[src/rtl/acc_map.vh]
// Purpose: Register map, field positions and timing counts of the converter control block
// Assumes: APB byte addresses, one 32-bit word per register
// Notes:   Definitions only
`ifndef ACC_MAP_VH
`define ACC_MAP_VH

// ==========================================================
// Register byte addresses
`define ACC_ADDR_W          4
`define ACC_OFF_STATUS_CTRL 4'h0
`define ACC_OFF_CLOCK_CFG   4'h4
`define ACC_OFF_RESULT_HIGH 4'h8
`define ACC_OFF_RESULT_LOW  4'hC

// ==========================================================
// Status/control fields
`define ACC_SC_CHAN_LSB     0
`define ACC_SC_CHAN_MSB     4
`define ACC_SC_CONT_BIT     5
`define ACC_SC_DONE_BIT     7
`define ACC_SC_RESET        8'h1F

// ==========================================================
// Clock configuration fields
`define ACC_CK_TEN_BIT      0
`define ACC_CK_LONG_BIT     1
`define ACC_CK_AEN_BIT      2
`define ACC_CK_SRC_BIT      3
`define ACC_CK_DIV_LSB      4
`define ACC_CK_DIV_MSB      5
`define ACC_CK_MASK         8'h3F
`define ACC_CK_RESET        8'h01

// ==========================================================
// Channel codes
`define ACC_CH_PORT_B_ZERO  5'h04
`define ACC_CH_PORT_B_ONE   5'h05
`define ACC_CH_BANDGAP      5'h1A
`define ACC_CH_OFF          5'h1F

// ==========================================================
// Sample phase lengths less one, in conversion clock ticks
`define ACC_SAMPLE_SHORT    5'h03
`define ACC_SAMPLE_LONG     5'h13

// ==========================================================
// Internal asynchronous clock divide default
`define ACC_ASYNC_DIV       8
`define ACC_TOP_BIT         4'h9
`define ACC_LOW_BIT_10      4'h0
`define ACC_LOW_BIT_8       4'h2

`endif

[src/rtl/acc_sar.v]
// Purpose: Successive approximation sequencer with sample phase
// Assumes: tick_i is a one-cycle enable at the conversion clock rate
// Notes:   Result is valid in the cycle done_o pulses
`timescale 1ns/1ps
`default_nettype none
`include "acc_map.vh"

module acc_sar (
   input  wire       clk_i,
   input  wire       rst_n_i,
   input  wire       tick_i,
   input  wire       start_i,
   input  wire       ten_bit_i,
   input  wire       long_i,
   input  wire       cmp_i,
   output reg  [9:0] dac_o,
   output reg        sample_o,
   output reg        busy_o,
   output reg        done_o,
   output wire [9:0] result_o
);

   localparam ST_IDLE   = 2'b00;
   localparam ST_SAMPLE = 2'b01;
   localparam ST_CONV   = 2'b10;

   reg [1:0] state_r;
   reg [4:0] cnt_r;
   reg [3:0] idx_r;
   reg       ten_r;

   wire [3:0] low_bit = ten_r ? `ACC_LOW_BIT_10 : `ACC_LOW_BIT_8;

   assign result_o = dac_o;

   // ==========================================================
   // Sequencer
   always @(posedge clk_i or negedge rst_n_i) begin
      if (!rst_n_i) begin
         state_r  <= ST_IDLE;
         cnt_r    <= 5'h00;
         idx_r    <= 4'h0;
         ten_r    <= 1'b1;
         dac_o    <= 10'h000;
         sample_o <= 1'b0;
         busy_o   <= 1'b0;
         done_o   <= 1'b0;
      end else begin
         done_o <= 1'b0;
         if (start_i) begin
            state_r  <= ST_SAMPLE;
            ten_r    <= ten_bit_i;
            cnt_r    <= long_i ? `ACC_SAMPLE_LONG : `ACC_SAMPLE_SHORT;
            dac_o    <= 10'h000;
            sample_o <= 1'b1;
            busy_o   <= 1'b1;
         end else if (tick_i) begin
            case (state_r)
               ST_SAMPLE: begin
                  if (cnt_r == 5'h00) begin
                     state_r  <= ST_CONV;
                     sample_o <= 1'b0;
                     idx_r    <= `ACC_TOP_BIT;
                     dac_o    <= 10'h200;
                  end else begin
                     cnt_r <= cnt_r - 5'h01;
                  end
               end
               ST_CONV: begin
                  // Keep the trial bit when the input is at or above the trial level
                  if (!cmp_i) begin
                     dac_o[idx_r] <= 1'b0;
                  end
                  if (idx_r == low_bit) begin
                     state_r <= ST_IDLE;
                     busy_o  <= 1'b0;
                     done_o  <= 1'b1;
                  end else begin
                     idx_r              <= idx_r - 4'h1;
                     dac_o[idx_r - 4'h1] <= 1'b1;
                  end
               end
               default: begin
                  state_r <= ST_IDLE;
                  busy_o  <= 1'b0;
               end
            endcase
         end
      end
   end

endmodule
`default_nettype wire

[src/rtl/acc_top.v]
// Purpose: Converter control: APB registers, clock selection, channel routing, result capture
// Assumes: clk_i is the x4 system clock; stop_i high while the processor is in stop mode
//          stop_i and cmp_i are already synchronous to clk_i
// Notes:   Analog mux and comparator sit outside; this block drives select and trial code
//          Writing status/control with a channel other than 1F during a conversion aborts it and starts afresh
//          A done set in the same cycle as a clearing write wins
//          Port B digital paths are never gated by the analog select
// Functional notes
// - The converter offers a 10-bit and an 8-bit resolution chosen by software.
// - The channel field routes an external analog input or the bandgap to the converter.
// - Two extra analog channels sit on port B lines zero and one.
// - Selecting a pin as analog channel leaves its digital I/O function untouched.
// - The conversion clock comes from the bus clock times four or an internal async clock.
// - In 10-bit mode the top two result bits go to the high register, the rest to low.
// - The long-sample bit lengthens the sample phase and so the conversion.
// - With the async clock enabled the internal clock runs and converts in stop mode.
// - Channel code 1A routes the bandgap reference to the converter.
`timescale 1ns/1ps
`default_nettype none
`include "acc_map.vh"

module acc_top #(
   parameter ASYNC_DIV = `ACC_ASYNC_DIV
) (
   input  wire        clk_i,
   input  wire        rst_n_i,
   input  wire        psel_i,
   input  wire        penable_i,
   input  wire        pwrite_i,
   input  wire [31:0] paddr_i,
   input  wire [31:0] pwdata_i,
   output reg  [31:0] prdata_o,
   output reg         pready_o,
   output reg         pslverr_o,
   input  wire        stop_i,
   input  wire        cmp_i,
   output reg  [4:0]  chan_sel_o,
   output reg         bandgap_sel_o,
   output reg  [1:0]  port_b_analog_o,
   output wire [9:0]  dac_o,
   output wire        sample_o,
   output wire        busy_o,
   output reg         done_o
);

   // ==========================================================
   // Registers
   // Status/control keeps bits 5:0; bit 7 reads the done flag
   reg [7:0] sc_r;
   reg [7:0] ck_r;
   reg [1:0] res_hi_r;
   reg [7:0] res_lo_r;
   reg       done_r;
   reg       start_r;

   wire [`ACC_ADDR_W-1:0] addr = paddr_i[`ACC_ADDR_W-1:0];
   wire mapped  = (paddr_i[31:`ACC_ADDR_W] == 28'h0000000);
   wire access  = psel_i & penable_i;
   wire commit  = access & pready_o;
   wire wr_sc   = commit & pwrite_i & mapped & (addr == `ACC_OFF_STATUS_CTRL);
   wire wr_ck   = commit & pwrite_i & mapped & (addr == `ACC_OFF_CLOCK_CFG);

   wire [4:0] chan    = sc_r[`ACC_SC_CHAN_MSB:`ACC_SC_CHAN_LSB];
   wire       ten_bit = ck_r[`ACC_CK_TEN_BIT];
   wire       long_s  = ck_r[`ACC_CK_LONG_BIT];
   wire       aclk_en = ck_r[`ACC_CK_AEN_BIT];
   wire       src_asy = ck_r[`ACC_CK_SRC_BIT];
   wire [1:0] div_sel = ck_r[`ACC_CK_DIV_MSB:`ACC_CK_DIV_LSB];

   wire [9:0] sar_res;
   wire       sar_done;

   // ==========================================================
   // Clock sources and divider
   reg  [7:0] async_cnt_r;
   reg        async_tick_r;
   reg  [2:0] div_cnt_r;
   reg        conv_tick_r;

   // Internal oscillator runs when enabled or selected; it ignores stop mode
   // It is modelled as a divided enable of clk_i
   wire async_run = aclk_en | src_asy;
   // Bus clock x4 halts in stop mode; an enabled internal clock then takes over
   wire use_async = src_asy | (aclk_en & stop_i);
   wire ref_tick  = use_async ? async_tick_r : ~stop_i;
   wire [2:0] div_max = (3'h1 << div_sel) - 3'h1;

   always @(posedge clk_i or negedge rst_n_i) begin
      if (!rst_n_i) begin
         async_cnt_r  <= 8'h00;
         async_tick_r <= 1'b0;
         div_cnt_r    <= 3'h0;
         conv_tick_r  <= 1'b0;
      end else begin
         async_tick_r <= 1'b0;
         if (!async_run) begin
            async_cnt_r <= 8'h00;
         end else if (async_cnt_r == ASYNC_DIV[7:0] - 8'h01) begin
            async_cnt_r  <= 8'h00;
            async_tick_r <= 1'b1;
         end else begin
            async_cnt_r <= async_cnt_r + 8'h01;
         end
         conv_tick_r <= 1'b0;
         // Restart the divider so the first tick comes a full period after start
         if (start_r) begin
            div_cnt_r <= 3'h0;
         end else if (ref_tick) begin
            if (div_cnt_r >= div_max) begin
               div_cnt_r   <= 3'h0;
               conv_tick_r <= 1'b1;
            end else begin
               div_cnt_r <= div_cnt_r + 3'h1;
            end
         end
      end
   end

   // ==========================================================
   // Register file and conversion control
   always @(posedge clk_i or negedge rst_n_i) begin
      if (!rst_n_i) begin
         sc_r     <= `ACC_SC_RESET;
         ck_r     <= `ACC_CK_RESET;
         res_hi_r <= 2'b00;
         res_lo_r <= 8'h00;
         done_r   <= 1'b0;
         start_r  <= 1'b0;
      end else begin
         start_r <= 1'b0;
         if (wr_ck) begin
            ck_r <= pwdata_i[7:0] & `ACC_CK_MASK;
         end
         // A start while busy aborts the running conversion
         if (wr_sc) begin
            sc_r    <= {2'b00, pwdata_i[`ACC_SC_CONT_BIT:0]};
            start_r <= (pwdata_i[`ACC_SC_CHAN_MSB:`ACC_SC_CHAN_LSB] != `ACC_CH_OFF);
         end else if (sar_done & sc_r[`ACC_SC_CONT_BIT] & (chan != `ACC_CH_OFF)) begin
            start_r <= 1'b1;
         end
         if (sar_done) begin
            // Both halves load in one edge so a read never mixes two conversions
            if (ten_bit) begin
               res_hi_r <= sar_res[9:8];
               res_lo_r <= sar_res[7:0];
            end else begin
               res_hi_r <= 2'b00;
               res_lo_r <= sar_res[9:2];
            end
            // Set wins over a clearing write in the same cycle
            done_r <= 1'b1;
         end else if (wr_sc) begin
            done_r <= 1'b0;
         end
      end
   end

   // ==========================================================
   // APB answer: pready in the second access cycle
   // Unmapped or unaligned addresses answer with pslverr and write nothing
   wire first_cyc = access & ~pready_o;
   wire aligned   = mapped & (addr[1:0] == 2'b00);

   always @(posedge clk_i or negedge rst_n_i) begin
      if (!rst_n_i) begin
         pready_o  <= 1'b0;
         pslverr_o <= 1'b0;
         prdata_o  <= 32'h00000000;
      end else begin
         pready_o  <= first_cyc;
         pslverr_o <= first_cyc & ~aligned;
         // Read data stand only in the pready cycle
         prdata_o  <= 32'h00000000;
         if (first_cyc & ~pwrite_i & mapped) begin
            case (addr)
               `ACC_OFF_STATUS_CTRL: prdata_o <= {24'h000000, done_r, 1'b0, sc_r[5:0]};
               `ACC_OFF_CLOCK_CFG:   prdata_o <= {24'h000000, ck_r};
               `ACC_OFF_RESULT_HIGH: prdata_o <= {30'h00000000, res_hi_r};
               `ACC_OFF_RESULT_LOW:  prdata_o <= {24'h000000, res_lo_r};
               default:              prdata_o <= 32'h00000000;
            endcase
         end
      end
   end

   // ==========================================================
   // Analog routing: select lines only, port pin digital paths are not gated
   always @(posedge clk_i or negedge rst_n_i) begin
      if (!rst_n_i) begin
         chan_sel_o      <= `ACC_CH_OFF;
         bandgap_sel_o   <= 1'b0;
         port_b_analog_o <= 2'b00;
         done_o          <= 1'b0;
      end else begin
         chan_sel_o         <= chan;
         bandgap_sel_o      <= (chan == `ACC_CH_BANDGAP);
         port_b_analog_o[0] <= (chan == `ACC_CH_PORT_B_ZERO);
         port_b_analog_o[1] <= (chan == `ACC_CH_PORT_B_ONE);
         // Done rises in the same cycle as the internal flag and clears one cycle after it
         done_o             <= done_r | sar_done;
      end
   end
   // Port B pins keep their digital driver; only the select lines change

   acc_sar u_sar (
      .clk_i     (clk_i),
      .rst_n_i   (rst_n_i),
      .tick_i    (conv_tick_r),
      .start_i   (start_r),
      .ten_bit_i (ten_bit),
      .long_i    (long_s),
      .cmp_i     (cmp_i),
      .dac_o     (dac_o),
      .sample_o  (sample_o),
      .busy_o    (busy_o),
      .done_o    (sar_done),
      .result_o  (sar_res)
   );

endmodule
`default_nettype wire

[config.mk]
export PLATFORM = sky130hd
export DESIGN_NAME = acc_top
export DESIGN_NICKNAME = d
export VERILOG_FILES = /design/src/rtl/acc_sar.v /design/src/rtl/acc_top.v
export VERILOG_INCLUDE_DIRS = /design/src /design/src/rtl
export SDC_FILE = /design/constraint.sdc
export NUM_CORES = 1
export LEC_CHECK = 0
export ABC_CLOCK_PERIOD_IN_PS = 5650
export BUFFER_PORTS_ARGS = -buffer_cell sky130_fd_sc_hd__buf_2
export CORE_ASPECT_RATIO = 1.75
export CORE_MARGIN = 1.5
export CORE_UTILIZATION = 55
export CTS_CLUSTER_SIZE = 25
export DETAILED_ROUTE_END_ITERATION = 16
export PLACE_DENSITY = 0.85
export SYNTH_ARGS = -nofsm -noshare
export SYNTH_HDL_FRONTEND = slang
export SYNTH_SLANG_ARGS = --single-unit
[constraint.sdc]
create_clock -name clk_i -period 5.65 [get_ports clk_i]
set_clock_uncertainty 0.1 [all_clocks]
set_input_delay 0 -clock clk_i [delete_from_list [all_inputs] [get_ports clk_i]]
set_output_delay 0 -clock clk_i [all_outputs]
set_load 0.02 [all_outputs]
## Yosys cells after proc, flatten, opt, wreduce, memory -nomap -nowiden

Cells that the tools add are included.
W data, S select, Z words.

| storage, ports and cells | value |
|---|---|
| register bits after elaboration | 105 |
| input port bits | 71 |
| output and inout port bits | 55 |
| word-level logic and storage cells | 156 |

| operators by class | value |
|---|---|
| $add $sub $neg | 5 |
| $lt $le $gt $ge | 5 |
| equality and inequality tests | 18 |
| shift-type cells | 1 |
| muxes and demuxes | 58 |
| bitwise gates (word level) | 25 |
| reductions and logical operators | 19 |

Operators by type and width:

| operator | count |
|---|---|
| $mux W10 | 8 |
| $mux W8 | 4 |
| $pmux W8 S4 | 1 |
| $logic_not A28 Y1 | 1 |
| $mux W5 | 5 |
| $mux W1 | 23 |
| $pmux W10 S2 | 1 |
| $reduce_and A3 Y1 | 5 |
| $and A1 B1 Y1 | 14 |
| $mux W2 | 6 |
| $reduce_bool A2 Y1 | 6 |
| $and A10 B10 Y10 | 1 |
| $eq A5 B3 Y1 const B | 2 |
| $lt A4 B5 Y1 const B | 2 |
| $ne A5 B5 Y1 const B | 2 |
| $not A10 Y10 | 1 |
| $or A10 B10 Y10 | 1 |
| $mux W3 | 3 |
| $add A8 B1 Y8 const B | 1 |
| $demux W1 S4 | 2 |
| $eq A4 B4 Y1 const B | 2 |
| $eq A8 B3 Y1 const B | 1 |
| $ge A4 B1 Y1 const B | 2 |
| $mux W4 | 2 |
| 25 further kinds | 35 |

## Logic depth before layout (Yosys ltp)

| logic depth | value |
|---|---|
| word-level depth | 15 |
| mapped depth | 7 |
| depth with buffers taken out | 6 |

## Hierarchy

From an unflattened synthesis, not the netlist that was laid out.

| second synthesis, totals | value |
|---|---|
| cells, all modules | 407 |
| area, all modules | 4271.6 um^2 |

Modules (own cells, without submodules):

| module | instances | cells an instance | area an instance (um^2) | sequential area each (um^2) |
|---|---|---|---|---|
| acc_top | 1 | 240 | 2697.6 | 1415.1 |
| acc_sar | 1 | 167 | 1574.0 | 626.9 |

## Least setup slack after synthesis

No wires, ideal clock.

| timing | value |
|---|---|
| path type | reg2reg |
| start | register u_sar.cnt_r[0] |
| end | register u_sar.idx_r[1] |
| setup time | 0.125 ns |
| data arrival time | 1.753 ns |
| data required time | 5.425 ns |
| path slack | 3.672 ns |
| stages on the path, launching flop included | 7 |
| buffers on the path | 0 |
| clock period less this slack | 1.978 ns |
| cell sequence | dfrtp_1 -> inv_1 -> ha_1 -> or4b_1 -> nor4_2 -> nor2_1 -> mux2_2 |

| between the ends | value |
|---|---|
| longest elaborated chain between the ends | 3 |

Ends and longest elaborated chain:

| element | line | source |
|---|---|---|
| from (decl) | acc_sar.v:28 | `reg [4:0] cnt_r;` |
| from (signal assigned) | acc_sar.v:53 | `` cnt_r <= long_i ? `ACC_SAMPLE_LONG : `ACC_SAMPLE_SHORT; `` |
| from (signal assigned) | acc_sar.v:66 | `cnt_r <= cnt_r - 5'h01;` |
| $logic_not A5 Y1 | acc_sar.v:60 | `if (cnt_r == 5'h00) begin` |
| $ne A2 B1 Y1 (no line) | n/a |  |
| $reduce_and A5 Y1 (no line) | n/a |  |
| to (signal assigned) | acc_sar.v:63 | `` idx_r <= `ACC_TOP_BIT; `` |
| to (signal assigned) | acc_sar.v:79 | `idx_r <= idx_r - 4'h1;` |
| to (decl) | acc_sar.v:29 | `reg [3:0] idx_r;` |

Every way passes these cells.
A chain may end at the register's enable or synchronous reset.

## Final worst setup path

| timing | value |
|---|---|
| start | register start_r |
| end | register u_sar.idx_r[1] |

| between the ends | value |
|---|---|
| longest elaborated chain between the ends | 2 |

Ends and longest elaborated chain:

| element | line | source |
|---|---|---|
| from (decl) | acc_top.v:54 | `reg start_r;` |
| from (signal assigned) | acc_top.v:137 | `` start_r <= (pwdata_i[`ACC_SC_CHAN_MSB:`ACC_SC_CHAN_LSB] != `ACC_CH_OFF); `` |
| $not A1 Y1 (no line) | n/a |  |
| $reduce_and A5 Y1 (no line) | n/a |  |

Every way passes these cells.

==> impl_metrics.py <==
metrics = {
    "outcome": {
        "status": "completed",
    },
    "floorplan": {
        "core_area_mm2": 0.00728,
        "die_y_um": 118,
        "dieArea_mm2": 0.00816,
        "start_util_pct": 57.4,
        "num_rows": 41,
        "ioPinCount": 126,
        "die_w_um": 68.9,
    },
    "routing": {
        "route.detailed.drc": 0,
        "routedWlPerCell_um": 15.4,
        "first_iter_violations": 161,
        "routed_wl_um": 8870,
        "viasPerCell": 5.60,
        "drt_pass1_iterations": 4,
        "num_vias": 3227,
        "final_antenna_net_count": 0,
    },
    "worst_setup_path": {
        "reg2reg_to": "u_sar.idx_r[1]$_DFFE_PN0P_",
        "critical_path.endpoint_type": "flip-flop",
        "r2r_slack_ns": 3.02,
        "critPathMaxFanout": 20,
        "crit_arrival_ns": 2.75,
        "cp.required_ns": 5.77,
        "r2r-start": "start_r$_DFF_PN0_",
        "cp-start-kind": "flip-flop",
        "ff2ff_path_depth": 4,
        "setup.worst_path.class": "reg -> reg",
    },
    "cells_and_area": {
        "areaGrowthSynthToFinish_pct": 18.0,
        "nets": 568,
        "final_cell_count_no_fill": 576,
        "final_util_pct": 67.7,
        "drive_above_1_share_pct": 25.8,
    },
    "global_routing": {
        "overflow": 0,
        "grt_max_degree": 82,
        "antenna_found_initial": 1,
        "grt.total_usage_pct": 24.0,
        "grt_pass1_wl_um": 14900,
        "grt_pass1_vias": 3324,
    },
    "logic_synthesis": {
        "avgSynthCellArea_um2": 10.4,
        "synth_area_mm2": 0.00418,
        "synth.yosys.warnings": 0,
        "synth-edff-count": 0,
        "ys_seq_area_share_pct": 48.8,
        "synthFlopType": "dfrtp_1",
        "yosysUniqueCellTypes": 54,
        "netlist_instances": 403,
        "async_flop_share_pct": 100,
        "ys_ff_latch": 81,
    },
    "clock_tree": {
        "cts_buffers": 9,
        "h-tree-depth": 3,
        "clk_pin_slew_ns": 0.06,
        "ctsResizeCount": 0,
        "clk_path_buf_depth": 2,
        "cts.sinks": 81,
        "cts_root_buf": "clkbuf_16",
        "cts_tree": "yes",
        "worst_skew_pair.late_latency_ns": 0.34,
    },
    "timing": {
        "rsz0062_at_grt": "no",
        "drv_slew": 0,
        "max_slew_margin_pct": 34.4,
        "setup_violations": 0,
        "fin_crit_ns": 2.63,
        "max_freq_mhz": 380,
        "worst-slew-pin-transition_ns": 0.985,
        "post-route-period-util_pct": 46.6,
        "tns_ns": 0,
        "fin_ws_ns": 3.02,
        "hold_violations": 0,
    },
    "placed_design": {
        "gp_congestion": 0.909,
        "pre_cts_ws_ns": 3.04,
        "hpwl_um": 6350,
        "placed_cells": 549,
        "port_buffers": 75,
    },
    "worst_hold_path": {
        "min_path_cells": 4,
        "holdPathEnd": "pslverr_o$_DFF_PN0_",
        "min_from": "paddr_i[30]",
        "hold_class": "in -> reg",
    },
    "power_and_ir_drop": {
        "leakage_nw": 2.33,
        "peakVddDrop_v": 0.000305,
        "powerDensity_mw_per_mm2": 348,
    },
    "flow_run": {
        "maxCapViolations": 0,
    },
}
[layout by cell type (no fill, tap or decap), types with 13 or more instances in the layout]
| cell | count |
|---|---|
| nand2_1 | 19 |
| nand3_1 | 17 |
| buf_2 | 74 |
| inv_1 | 14 |
| dfrtp_1 | 69 |
| mux2i_1 | 13 |
| mux2_2 | 14 |
| a21oi_1 | 26 |
| o21ai_0 | 22 |
| nor2_1 | 36 |
| conb_1 | 24 |
| ha_1 | 13 |
[final cells by class]
type | instances | area, um^2
Antenna cell | 1 | 2.50
Clock buffer | 14 | 274
Clock inverter | 2 | 35.0
Fill cell | 552 | 2350
Inverter | 14 | 52.6
Multi-Input combinational cell | 293 | 1940
Sequential cell | 81 | 2040
Tap cell | 86 | 108
Timing Repair Buffer | 85 | 478
[cell usage after synthesis, types with 2 or more instances]
library cell  count  area (um^2)
xor2_1            3         26.3
mux2i_1          13          130
clkbuf_1         13         48.8
or2_2             3         18.8
o21ai_0          22          110
ha_1             13          163
xnor2_1           8         70.1
and2_1            8         50.1
nand3_1          17         85.1
a211o_1           2         17.5
a2111o_1          2         22.5
nor3_1            6         30.0
nand2b_1          7         43.8
o211ai_1          2         15.0
o31ai_1          10         75.1
o22ai_1           2         12.5
nor4_1            9         56.3
and3_1            2         12.5
nor4_4            2         42.5
a2bb2oi_1         2         17.5
dfrtp_1          69         1730
nand4_1           3         18.8
nand2_1          19         71.3
a21boi_0          3         22.5
nor3b_1           2         15.0
mux2_2           14          158
nor2_1           36          135
dfstp_2          12          315
a21o_1            3         22.5
a31oi_1           2         12.5
a21oi_1          26          130
buf_4            24          180
nor2b_1           6         37.5
or3_1             3         18.8
inv_1            14         52.6
mux4_2            2         45.0
nor4b_1           2         17.5
[metal layers]
layer	track usage (%)	part of all wire, %	vias to the layer above
li1	-	-	1548
met1	27.1	37	1550
met2	40.7	54	102
met3	3.52	4.3	27
met4	14.5	4.3	0
met5	0	0	-
[sequential cells by signal, summed over array words and instances (netlist names), 3 cells and up]
signal / cells
u_sar.dac_o: 10
chan_sel_o: 5
res_lo_r: 8
u_sar.idx_r: 4
async_cnt_r: 8
div_cnt_r: 3
sc_r: 6
prdata_o: 8
u_sar.cnt_r: 5
ck_r: 6
[critical path, stage by stage (launching register included)]
cell and delay (ns):
dfrtp_1 0.61, nand4bb_1 0.63, a21oi_1 0.68, nor2_1 0.18, mux2_2 0.31
[through the flow]
stage / area [um^2] / total power [mW] / hold WS (ns)
6_report: 4930 / 1.72 / 0.00415
5_1_grt: 4930 / 1.82 / 0.0364
4_1_cts: 4930 / 1.73 / 0.00776
3_5_place_dp: 4520 / 1.13 / 0.117
3_3_place_gp: 4520 / 1.11 / 0.105
2_1_floorplan: 4270 / 1.01 / -0.396
[report_power, final]
part / switching (mW) / internal, mW / total (mW)
Sequential: 0.0830 / 0.641 / 0.724
Combinational: 0.245 / 0.153 / 0.399
Clock: 0.217 / 0.378 / 0.595
[how the worst max path moves through the flow]
stage                                       to                  startpoint
floorplan           u_sar.idx_r[1]$_DFFE_PN0P_  u_sar.cnt_r[0]$_DFFE_PN0P_
global placement    u_sar.idx_r[1]$_DFFE_PN0P_           start_r$_DFF_PN0_
detailed placement  u_sar.idx_r[1]$_DFFE_PN0P_           start_r$_DFF_PN0_
CTS                 u_sar.idx_r[1]$_DFFE_PN0P_           start_r$_DFF_PN0_
global route        u_sar.idx_r[1]$_DFFE_PN0P_           start_r$_DFF_PN0_
finish              u_sar.idx_r[1]$_DFFE_PN0P_           start_r$_DFF_PN0_
[cell families (layout without fill, tap and decap cells)]
| group | after synthesis | in the layout | share of synthesized area [%] |
|---|---|---|---|
| compound gates | 82 | 82 | 12.2 |
| xor+xnor | 11 | 11 | 2.30 |
| buf+inv | 52 | 115 | 6.82 |
| other cells | 1 | 25 | 0.0897 |
| fa+ha+maj | 13 | 13 | 3.89 |
| mux | 29 | 29 | 7.96 |
| flops | 81 | 81 | 48.8 |
| simple gates | 134 | 134 | 17.9 |
[repair_timing]
| action | 4_1_cts | 5_1_grt |
|---|---|---|
| endpoints found under the hold margin | 84 | 0 |
| hold buffers | 10 | 0 |
| buffers inserted | 0 | 0 |
Note: power is estimated with default switching activity, not from simulation.
